===== src/pwm_sync_regs.svh =====
`ifndef PWM_SYNC_REGS_SVH
`define PWM_SYNC_REGS_SVH

// register byte offsets
`define SYNC_SETUP_ADDR 8'h00
`define FREQ_ADDR       8'h04
`define PHASE_ADDR      8'h08
`define GCFG_ADDR       8'h0c
`define MODE_ADDR       8'h10
`define STATUS_ADDR     8'h14

// field positions
`define SYNC_DRIVE_BIT  0
`define SYNC_IGNORE_BIT 1
`define RCFG_DIS_BIT    6
`define FCM_BIT         0
`define ILIM_LO         9
`define ILIM_HI         10
`define ST_LOCKED_BIT   0
`define ST_FCM_BIT      1
`define ST_OC_BIT       2
`define ST_PINF_BIT     3
`define ST_INIT_BIT     4
`define ST_MEAS_BIT     5

// reset values
`define SYNC_SETUP_RST  2'h0
`define FREQ_RST        8'h0a
`define PHASE_RST       8'h00
`define GCFG_RST        8'h00
`define MODE_RST        16'h0600

// timing
`define CLK_KHZ         10000
`define FREQ_STEP_KHZ   100
`define INIT_TIME_US    100
`define INIT_CYCLES     (`INIT_TIME_US * `CLK_KHZ / 1000)
`define LOSS_PERIODS    4

`endif


===== src/pwm_sync_pkg.sv =====
package pwm_sync_pkg;

  typedef enum logic {st_init, st_run} init_state_e;

  typedef struct packed {
    logic [7:0] cnt;
  } gen_state_s;

  typedef struct packed {
    init_state_e st;
    logic [11:0] icnt;
    logic [11:0] edges;
    logic        quiet;
    logic        s1;
    logic        s2;
    logic        s3;
    logic        oc1;
    logic        oc2;
    logic        tl1;
    logic        tl2;
    logic        nv1;
    logic        nv2;
    logic [9:0]  gap;
    logic        locked;
    logic [1:0]  sync_setup;
    logic [7:0]  freq;
    logic [7:0]  phase;
    logic [7:0]  gcfg;
    logic [15:0] mode;
    logic        oc_f;
    logic        pin_f;
    logic        measured;
    logic        wr_pend;
    logic [7:0]  waddr;
    logic [31:0] rdata;
    logic        ready;
    logic        sw0;
    logic        sw1;
    logic        sync_out;
    logic        sync_oe_n;
    logic        fcm;
    logic [1:0]  ilim;
  } ctl_state_s;

endpackage


===== src/pwm_if.sv =====
`timescale 1ns/1ps
`default_nettype none
interface pwm_if;
  logic [7:0] period;
  logic [7:0] nom_half;
  logic [7:0] offset;
  logic       limited;
  logic       resync;
  logic [7:0] cnt;
  logic       sw0;
  logic       sw1;
  logic       sync_hi;
  modport ctrl (output period, nom_half, offset, limited, resync, input cnt, sw0, sw1, sync_hi);
  modport gen  (input period, nom_half, offset, limited, resync, output cnt, sw0, sw1, sync_hi);
endinterface
`default_nettype wire


===== src/pwm_phase_gen.sv =====
`timescale 1ns/1ps
`default_nettype none
module pwm_phase_gen (
  // clock and reset
  input  wire logic hclk,
  input  wire logic hresetn,
  // timing to and from the controller
  pwm_if.gen        p
);

  pwm_sync_pkg::gen_state_s s;
  pwm_sync_pkg::gen_state_s next_s;
  logic [7:0]               half;

  function automatic logic [7:0] add_mod(input logic [7:0] a, input logic [7:0] b, input logic [7:0] m);
    logic [8:0] sum;
    sum = {1'b0, a} + {1'b0, b};
    if (sum >= {1'b0, m})
      sum = sum - {1'b0, m};
    if (sum >= {1'b0, m})
      sum = sum - {1'b0, m};
    return sum[7:0];
  endfunction

  assign half = {1'b0, p.period[7:1]};

  always_comb begin
    next_s = s;
    // restart on sync edge
    if (p.resync) begin
      next_s.cnt = (p.offset == 8'h00) ? 8'h00 : p.period - p.offset;
    end else if (s.cnt >= p.period - 8'h01) begin
      next_s.cnt = 8'h00;
    end else begin
      next_s.cnt = s.cnt + 8'h01;
    end
  end

  always_ff @(posedge hclk or negedge hresetn) begin
    if (!hresetn) begin
      s <= '0;
    end else begin
      s <= next_s;
    end
  end

  assign p.cnt = s.cnt;
  assign p.sw0 = s.cnt < half;
  // second node half a cycle later
  // half cycle apart
  assign p.sw1 = add_mod(s.cnt, p.nom_half, p.period) < half;
  assign p.sync_hi = add_mod(s.cnt, p.offset, p.period) < half;
endmodule
`default_nettype wire


===== src/pwm_sync_clock_control.sv =====
`timescale 1ns/1ps
`default_nettype none
`include "pwm_sync_regs.svh"
// Overview of operation
// - lock switching to sync pin clock unless driving it or ignoring it
// - forced continuous mode whenever locked to an external clock
// - keep switching from internal oscillator when external clock disappears
// - sync setup bit 1 makes the device ignore the pin clock
// - sync setup bit 0 turns the sync pin into a clock output
// - driven clock runs at the switching frequency, halved with it under on-time limit
// - driven clock leads the first switch node by the phase offset
// - first switch node rising edge placed offset after rising sync edge
// - clock present through init: measure it, load frequency rounded to 100 kHz
// - after measurement phase offset becomes zero and forced continuous is set
// - stored global config bit 6 skips resistor pin reading
// - two switch nodes run half a cycle apart
// - on-time limit lowers actual frequency, half-cycle separation may break
// - pwm mode bits 10:9 select valley limit and sense gain
// - positive valley limit sets the output overcurrent fault bit
module pwm_sync_clock_control #(
  parameter int INIT_CYCLES  = `INIT_CYCLES,
  parameter int LOSS_PERIODS = `LOSS_PERIODS
) (
  // clock and reset
  input  wire logic        hclk,
  input  wire logic        hresetn,
  // ahb-lite slave
  input  wire logic        hsel,
  input  wire logic [31:0] haddr,
  input  wire logic [1:0]  htrans,
  input  wire logic        hwrite,
  input  wire logic [2:0]  hsize,
  input  wire logic [31:0] hwdata,
  input  wire logic        hready,
  output logic      [31:0] hrdata,
  output logic             hreadyout,
  output logic             hresp,
  // sync pin
  input  wire logic        sync_in,
  output logic             sync_out,
  output logic             sync_oe_n,
  // power stage status and straps
  input  wire logic        ilim_pos_hit,
  input  wire logic        ton_limited,
  input  wire logic        nvm_rcfg_disable,
  // switching control
  output logic             first_switch_node,
  output logic             second_switch_node,
  output logic             forced_continuous,
  output logic      [1:0]  ilim_sel,
  output logic      [1:0]  sense_gain_sel,
  output logic             output_overcurrent_fault,
  output logic             clock_locked
);

  if (INIT_CYCLES < 16 || INIT_CYCLES > 4095) begin : g_bad_init
    $error("INIT_CYCLES out of range");
  end
  if (LOSS_PERIODS < 1 || LOSS_PERIODS > 4) begin : g_bad_loss
    $error("LOSS_PERIODS out of range");
  end

  pwm_sync_pkg::ctl_state_s s;
  pwm_sync_pkg::ctl_state_s next_s;
  pwm_if                    pi ();
  logic                     ext_rise;
  logic [9:0]               loss_lim;
  logic                     drive;
  logic                     ignore;

  function automatic logic [7:0] period_of(input logic [7:0] code, input logic lim);
    int c;
    int p;
    c = (code == 8'h00) ? 1 : int'(code);
    p = (`CLK_KHZ / `FREQ_STEP_KHZ) / c;
    if (p < 2)
      p = 2;
    if (lim)
      p = p * 2;
    if (p > 255)
      p = 255;
    return 8'(p);
  endfunction

  function automatic logic [7:0] offset_of(input logic [7:0] ph, input logic [7:0] per);
    logic [15:0] prod;
    prod = {8'h00, ph} * {8'h00, per};
    return prod[15:8];
  endfunction

  assign drive    = s.sync_setup[`SYNC_DRIVE_BIT];
  assign ignore   = s.sync_setup[`SYNC_IGNORE_BIT];
  assign ext_rise = s.s2 & ~s.s3;
  assign loss_lim = 10'(LOSS_PERIODS * int'(period_of(s.freq, 1'b0)));

  assign pi.period   = period_of(s.freq, s.tl2);
  assign pi.nom_half = period_of(s.freq, 1'b0) >> 1;
  assign pi.limited  = s.tl2;
  assign pi.offset   = offset_of(s.phase, pi.period);
  assign pi.resync   = ext_rise & ~drive & ~ignore;

  pwm_phase_gen u_gen (
    .hclk    (hclk),
    .hresetn (hresetn),
    .p       (pi.gen)
  );

  always_comb begin
    int m;
    m = 0;
    next_s = s;
    next_s.s1  = sync_in;
    next_s.s2  = s.s1;
    next_s.s3  = s.s2;
    next_s.oc1 = ilim_pos_hit;
    next_s.oc2 = s.oc1;
    next_s.tl1 = ton_limited;
    next_s.tl2 = s.tl1;
    next_s.nv1 = nvm_rcfg_disable;
    next_s.nv2 = s.nv1;
    next_s.ready = 1'b1;

    // edge watchdog
    if (ext_rise)
      next_s.gap = 10'h000;
    else if (s.gap < loss_lim)
      next_s.gap = s.gap + 10'h001;

    if (drive || ignore)
      next_s.locked = 1'b0;
    else if (ext_rise)
      next_s.locked = 1'b1;
    else if (s.gap >= loss_lim)
      next_s.locked = 1'b0;

    // data phase write
    next_s.wr_pend = 1'b0;
    if (s.wr_pend) begin
      case (s.waddr)
        `SYNC_SETUP_ADDR: next_s.sync_setup = hwdata[1:0];
        `FREQ_ADDR:       next_s.freq = hwdata[7:0];
        `PHASE_ADDR:      next_s.phase = hwdata[7:0];
        `GCFG_ADDR:       next_s.gcfg[`RCFG_DIS_BIT] = hwdata[`RCFG_DIS_BIT];
        `MODE_ADDR:       next_s.mode = hwdata[15:0];
        `STATUS_ADDR: begin
          if (hwdata[`ST_OC_BIT])
            next_s.oc_f = 1'b0;
          if (hwdata[`ST_PINF_BIT])
            next_s.pin_f = 1'b0;
        end
        default: ;
      endcase
    end

    // address phase
    next_s.rdata = 32'h0000_0000;
    if (hsel && hready && htrans[1]) begin
      if (hwrite) begin
        next_s.wr_pend = 1'b1;
        next_s.waddr   = haddr[7:0];
      end else begin
        case (haddr[7:0])
          `SYNC_SETUP_ADDR: next_s.rdata = {30'h0, s.sync_setup};
          `FREQ_ADDR:       next_s.rdata = {24'h0, s.freq};
          `PHASE_ADDR:      next_s.rdata = {24'h0, s.phase};
          `GCFG_ADDR:       next_s.rdata = {24'h0, s.gcfg};
          `MODE_ADDR:       next_s.rdata = {16'h0, s.mode};
          `STATUS_ADDR:     next_s.rdata = {26'h0, s.measured, s.st == pwm_sync_pkg::st_run,
                                            s.pin_f, s.oc_f, s.fcm, s.locked};
          default:          next_s.rdata = 32'h0000_0000;
        endcase
      end
    end

    if (s.oc2)
      next_s.oc_f = 1'b1;

    case (s.st)
      pwm_sync_pkg::st_init: begin
        next_s.icnt = s.icnt + 12'h001;
        if (s.icnt == 12'h002)
          next_s.gcfg[`RCFG_DIS_BIT] = s.nv2;
        if (ext_rise && s.edges != 12'hfff)
          next_s.edges = s.edges + 12'h001;
        if (s.gap >= loss_lim)
          next_s.quiet = 1'b1;
        if (s.icnt == 12'(INIT_CYCLES - 1)) begin
          next_s.st = pwm_sync_pkg::st_run;
          if (!s.gcfg[`RCFG_DIS_BIT] && s.edges != 12'h000) begin
            if (s.quiet) begin
              next_s.pin_f = 1'b1;
            end else begin
              m = (int'(s.edges) * (`CLK_KHZ / `FREQ_STEP_KHZ) + INIT_CYCLES / 2) / INIT_CYCLES;
              next_s.freq = 8'(m);
              next_s.phase = 8'h00;
              next_s.mode[`FCM_BIT] = 1'b1;
              next_s.measured = 1'b1;
            end
          end
        end
      end
      pwm_sync_pkg::st_run: ;
      default: next_s.st = pwm_sync_pkg::st_init;
    endcase

    // output flops
    next_s.sw0 = pi.sw0;
    next_s.sw1 = pi.sw1;
    next_s.sync_oe_n = ~drive;
    next_s.sync_out = drive & pi.sync_hi;
    next_s.fcm  = s.locked | s.mode[`FCM_BIT];
    next_s.ilim = s.mode[`ILIM_HI:`ILIM_LO];
  end

  always_ff @(posedge hclk or negedge hresetn) begin
    if (!hresetn) begin
      s            <= '0;
      s.st         <= pwm_sync_pkg::st_init;
      s.sync_setup <= `SYNC_SETUP_RST;
      s.freq       <= `FREQ_RST;
      s.phase      <= `PHASE_RST;
      s.gcfg       <= `GCFG_RST;
      s.mode       <= `MODE_RST;
      s.ready      <= 1'b1;
      s.sync_oe_n  <= 1'b1;
    end else begin
      s <= next_s;
    end
  end

  assign hrdata                   = s.rdata;
  assign hreadyout                = s.ready;
  assign hresp                    = s.oc_f & 1'b0;
  assign sync_out                 = s.sync_out;
  assign sync_oe_n                = s.sync_oe_n;
  assign first_switch_node        = s.sw0;
  assign second_switch_node       = s.sw1;
  assign forced_continuous        = s.fcm;
  assign ilim_sel                 = s.ilim;
  assign sense_gain_sel           = s.ilim;
  assign output_overcurrent_fault = s.oc_f;
  assign clock_locked             = s.locked;
endmodule
`default_nettype wire


===== config.mk =====
export PLATFORM = sky130hd
export DESIGN_NAME = pwm_sync_clock_control
export DESIGN_NICKNAME = d
export VERILOG_FILES = /design/src/pwm_sync_pkg.sv /design/src/pwm_if.sv /design/src/pwm_phase_gen.sv /design/src/pwm_sync_clock_control.sv
export VERILOG_INCLUDE_DIRS = /design/src
export SDC_FILE = /design/constraint.sdc
export NUM_CORES = 1
export LEC_CHECK = 0
export BUFFER_PORTS_ARGS = -buffer_cell sky130_fd_sc_hd__buf_2
export CELL_PAD_IN_SITES_DETAIL_PLACEMENT = 1
export CELL_PAD_IN_SITES_GLOBAL_PLACEMENT = 2
export CORE_UTILIZATION = 39
export DETAILED_ROUTE_END_ITERATION = 12
export MAX_ROUTING_LAYER = met4
export PLACE_DENSITY_LB_ADDON = 0.1
export SYNTH_ARGS = -nofsm -noshare
export SYNTH_HDL_FRONTEND = slang
export SYNTH_SLANG_ARGS = --single-unit

===== constraint.sdc =====
create_clock -name hclk -period 112 [get_ports hclk]
set_clock_uncertainty 0.15 [all_clocks]
set_input_delay 0 -clock hclk [delete_from_list [all_inputs] [get_ports hclk]]
set_output_delay 0 -clock hclk [all_outputs]
set_load 0.05 [all_outputs]

==> results of run 1 <==
-- path summary, 6_finish.rpt --
| check | from | slack, ps | depth (start not counted) | end |
|---|---|---|---|---|
| worst max-delay path | s[86] | 10310 | 422 | sync_out |
| worst max register to register | s[86] | 10310 | 422 | sync_out |
| max in group asynchronous | hresetn | 110220 | 4 | hrdata[10] |
| min in group asynchronous | hresetn | 510 | 3 | s[87] |
| worst min-delay path | htrans[1] | 10 | 4 | s[42] |
| worst min register to register | next_s[105] | 200 | 0 | s[105] |
-- kinds of logic after synthesis --
group                    synth area share
XOR/XNOR                           0.0926
multiplexers                       0.0404
AND/OR/NAND/NOR                     0.290
buffers and inverters              0.0488
other                            0.000205
AO/OA/AOI/OAI                       0.287
flip-flops                         0.0850
adder cells (fa/ha/maj)             0.156
-- layer usage --
| metal | GRT usage | wire [um] | up-vias | part of all wire |
|---|---|---|---|---|
| met3 | 0.0156 | 2770 | 99 | 0.023 |
| met2 | 0.445 | 58300 | 420 | 0.48 |
| met4 | 0.0440 | 1520 | 0 | 0.012 |
| met1 | 0.346 | 59800 | 18213 | 0.49 |
| met5 | - | 0 | - | 0 |
| li1 | - | - | 18459 | - |
-- state kept, by name (all words and copies together) (netlist names), 2 cells and up --
name,flops
s,81
ilim_sel,2
u_gen.p.cnt,8
hrdata,16
next_s,7
-- area by class of cell --
| class | count | area (um^2) | area share |
|---|---|---|---|
| multi-input combinational | 4488 | 31800 | 0.816 |
| sequential | 124 | 3110 | 0.0798 |
| tap | 1243 | 1560 | 0.0399 |
| timing repair buffer | 152 | 1110 | 0.0285 |
| inverter | 225 | 845 | 0.0217 |
| clock buffer | 18 | 429 | 0.0110 |
| clock inverter | 14 | 110 | 0.00283 |
| antenna | 1 | 2.50 | 0.0000642 |
-- critical path: cells and delay by family, from the launching register on --
family          cells  cell delay (ps)
compound gates    204            44840
simple gates      157            37600
fa+ha+maj          38            12430
buf+inv            17             3730
mux                 4             1530
flops               1              610
xor+xnor            2              500
-- synth_stat cells (24+ instances only) --
library cell  number  area share
nor2_1           513       0.053
nand2_1          381       0.039
a21oi_1          377       0.052
ha_1             374        0.13
o21ai_0          254       0.035
xnor2_1          233       0.056
inv_1            223       0.023
a21o_1           163       0.033
nor3_1           154       0.021
xor2_1           152       0.036
nand3_1          146       0.020
dfrtp_1          119       0.081
nor2b_1          110       0.019
nand2b_1         101       0.017
and2_1            94       0.016
o21a_1            69       0.014
or3_1             69       0.012
mux2_2            66       0.020
nand4_1           66       0.011
clkbuf_1          65      0.0067
mux2i_1           60       0.016
a211oi_1          58       0.012
and3_1            57      0.0097
nor4_1            57      0.0097
a31oi_1           53      0.0091
buf_4             52       0.011
or2_2             52      0.0089
fa_1              49       0.027
o211ai_1          48      0.0098
buf_2             45      0.0062
o31ai_1           45      0.0092
o21ai_1           35      0.0048
o21bai_1          31      0.0064
o22ai_1           24      0.0041
-- through the flow --
stage	area [um^2]	instances	hold slack (ps)
after detailed placement	38000	6194	-158
after global routing	39000	6264	43.5
after floorplan	36700	5018	-446
after global placement	38000	6194	-155
final	39000	6265	9.78
after CTS	39000	6264	7.43
==> out/metrics.cfg, run 1 <==
[clocking]
tritoncts = yes
cts_root_buffer = clkbuf_16
max-clock-path-buffers = 2
numClockSinks = 124
clk_latency_ps = 440
cts_setup_buffers = 0
cts_inserted_buffers = 17
hold_buffers = 38
post_cts_resized = 0
clk_pin_slew_ps = 60
htreeDepth = 4

[routing]
ant_nets = 0
via_per_inst = 5.94
firstDrtPassIters = 6
drc = 0
drt_iter0_drc = 1582
drt_wl_total_mm = 122
vias = 37191
wire_per_inst_um = 19.5

[setup_path]
cpMostUsedCell = o21ai_0
crit_required_ps = 112180
startpoint_type = flip-flop
arrival_ps = 101870
crit_path_end_kind = flip-flop
path_class = flip-flop to flip-flop
cp_max_fo = 25
crit_path_max_incr_delay_ps = 780
cp_slowest_cell = nor2_1

[sta]
worstMarginPinSlew_ps = 1250
setup_viol = 0
drv_slew = 0
fin_setup_tns_ps = 0
setup_ws_ps = 10310
hold_violations = 0
fmax_mhz = 9.83
rsz0062_at_grt = false
relSlewSlack = 0.155
fin_crit_ps = 101690
fin_crit_sh = 0.908

[die]
die_area_um2 = 95100
core_area_um2 = 92400
start_util = 0.396
rows = 111
die_height_um = 308
die_w_um = 308
io_pins = 123

[layout]
mostFrequentLayoutCells = 513 x nor2_1, 381 x nand2_1, 375 x a21oi_1
layout_commonest_cell = nor2_1
final_core_util = 0.422
area_growth_pct = 6.49
final_layout_size_suffix_gt1_frac = 0.0904
nFillCells = 11665
finalNetCount = 5509

[logic_synthesis]
syn_avg_cell_area_um2 = 7.32
ys_types = 150
synth-edff-count = 0
ys_seq_area_frac = 0.0850
ys_async_sr_fraction = 1.00
synth_ff_type = dfrtp_1
yosysWarnings = 0
synth_area_um2 = 36600
ys_ff_latch = 124
synthCells = 5000

[run_status]
status = finished, final reports clean

[grt]
grt_pass1_vias = 38066
grt_usage = 0.262
grt_max_degree = 74
antenna_found_initial = 1
gr-total-overflow = 0
grt_pass1_wl_mm = 201

[placed_design]
dpl.hpwl_mm = 97.4
io_buffers = 60
globalplace.congestion = 0.860
dp_slack_ps = 10810

[job]
maxCapViolations = 0

[min_path]
hp-class = input port to flip-flop

Power of run 1 is left out: the tool's default activity adds up to more than one toggle a clock period on the data nets, which glitch-free logic cannot reach.
==> run 2: changes to the inputs <==
Settings changed: CTS_BUF_LIST set to sky130_fd_sc_hd__clkbuf_4 sky130_fd_sc_hd__clkbuf_8, HOLD_SLACK_MARGIN set to 0.15.
==> run 2 against run 1 <==
  * Via count about the same
  * Utilization about the same
  * First-iteration DRC count up 7.1%
==> out/metrics.cfg, run 2 (synthesis results as in run 1) <==
[routing]
via_per_inst = 5.91
firstDrtPassIters = 6
ant_nets = 0
drt_iter0_drc = 1694
wire_per_inst_um = 19.5
drt_wl_total_mm = 123
vias = 37175
drc = 0

[placed_design]
dpl.hpwl_mm = 97.4
placed_cells = 6194
io_buffers = 60
dp_slack_ps = 10810
globalplace.congestion = 0.860

[die]
rows = 111
start_util = 0.396
die_area_um2 = 95100
die_height_um = 308
io_pins = 123
die_w_um = 308
core_area_um2 = 92400

[clocking]
numClockSinks = 124
max-clock-path-buffers = 2
cts_inserted_buffers = 17
clk_pin_slew_ps = 90
post_cts_resized = 0
clk_latency_ps = 480
hold_buffers = 60
cts_setup_buffers = 0
cts_root_buffer = clkbuf_8
tritoncts = yes
htreeDepth = 4

[grt]
grt_pass1_wl_mm = 201
gr-total-overflow = 0
antenna_found_initial = 1
grt_max_degree = 74
grt_usage = 0.262
grt_pass1_vias = 38098

[setup_path]
arrival_ps = 101870
cpMostUsedCell = o21ai_0
cp_max_fo = 25
startpoint_type = flip-flop
crit_required_ps = 112220
cp_slowest_cell = nor2_1
crit_path_end_kind = flip-flop
r2r_start = s[86]
path_class = flip-flop to flip-flop
startpoint = s[86]
crit_path_max_incr_delay_ps = 780

[sta]
hold_violations = 0
drv_slew = 0
worstMarginPinSlew_ps = 1330
rsz0062_at_grt = false
setup_ws_ps = 10350
setup_viol = 0
fin_crit_ps = 101650
fin_setup_tns_ps = 0
relSlewSlack = 0.103
fin_crit_sh = 0.908
fmax_mhz = 9.84

[layout]
final_layout_size_suffix_gt1_frac = 0.0902
nFillCells = 11682
layout_commonest_cell = nor2_1
area_growth_pct = 6.58
largest_reg_flops = 81
final_cells = 6287
regMostFlops = s
final_core_util = 0.422
mostFrequentLayoutCells = 513 x nor2_1, 381 x nand2_1, 375 x a21oi_1
finalNetCount = 5531

[run_status]
status = finished, final reports clean

[min_path]
hp-class = flip-flop to flip-flop
min_from = next_s[105]

[job]
maxCapViolations = 0

run 2: cell types whose count changed in the layout (fill, tap and decap cells not counted), sizes merged:
cell / before / now
dlygate4sd3: 37 / 59
run 2: worst paths after layout:
check / to / slack, ps / depth (start not counted)
min reg2reg: s[105] / 210 / 0
min in group asynchronous: s[87] / 470 / 3
min: s[105] / 210 / 0
max in group asynchronous: hrdata[10] / 110250 / 4
max reg2reg: sync_out / 10350 / 422
max: sync_out / 10350 / 422
run 2: cell type report:
cell class / instances / area [um^2] / area share
Multi-Input combinational cell: 4488 / 31800 / 0.816
Sequential cell: 124 / 3110 / 0.0797
Tap cell: 1243 / 1560 / 0.0399
Timing Repair Buffer: 174 / 1330 / 0.0341
Inverter: 225 / 845 / 0.0217
Clock buffer: 18 / 241 / 0.00619
Clock inverter: 14 / 110 / 0.00282
Antenna cell: 1 / 2.50 / 0.0000642
run 2: worst max-delay path, delay by kind of cell (launching register included):
kind,cells,cell delay [ps]
AO/OA/AOI/OAI,204,44870
XOR/XNOR,2,500
adder cells (fa/ha/maj),38,12430
buffers and inverters,17,3720
flip-flops,1,600
multiplexers,4,1540
AND/OR/NAND/NOR,157,37580
run 2: through the flow:
stage	area [um^2]	hold WS (ps)
after floorplan	36700	-446
after global placement	38000	-155
after detailed placement	38000	-158
after CTS	39000	165
after global routing	39000	216
final	39000	214
run 2: layer usage:
metal  track usage  wire, um  vias to the layer above
li1              -         -                    18488
met1         0.346     59900                    18193
met2         0.446     58600                      407
met3        0.0146      2720                       87
met4        0.0405      1380                        0
met5             -         0                        -
Power of run 2 is left out for the same reason.
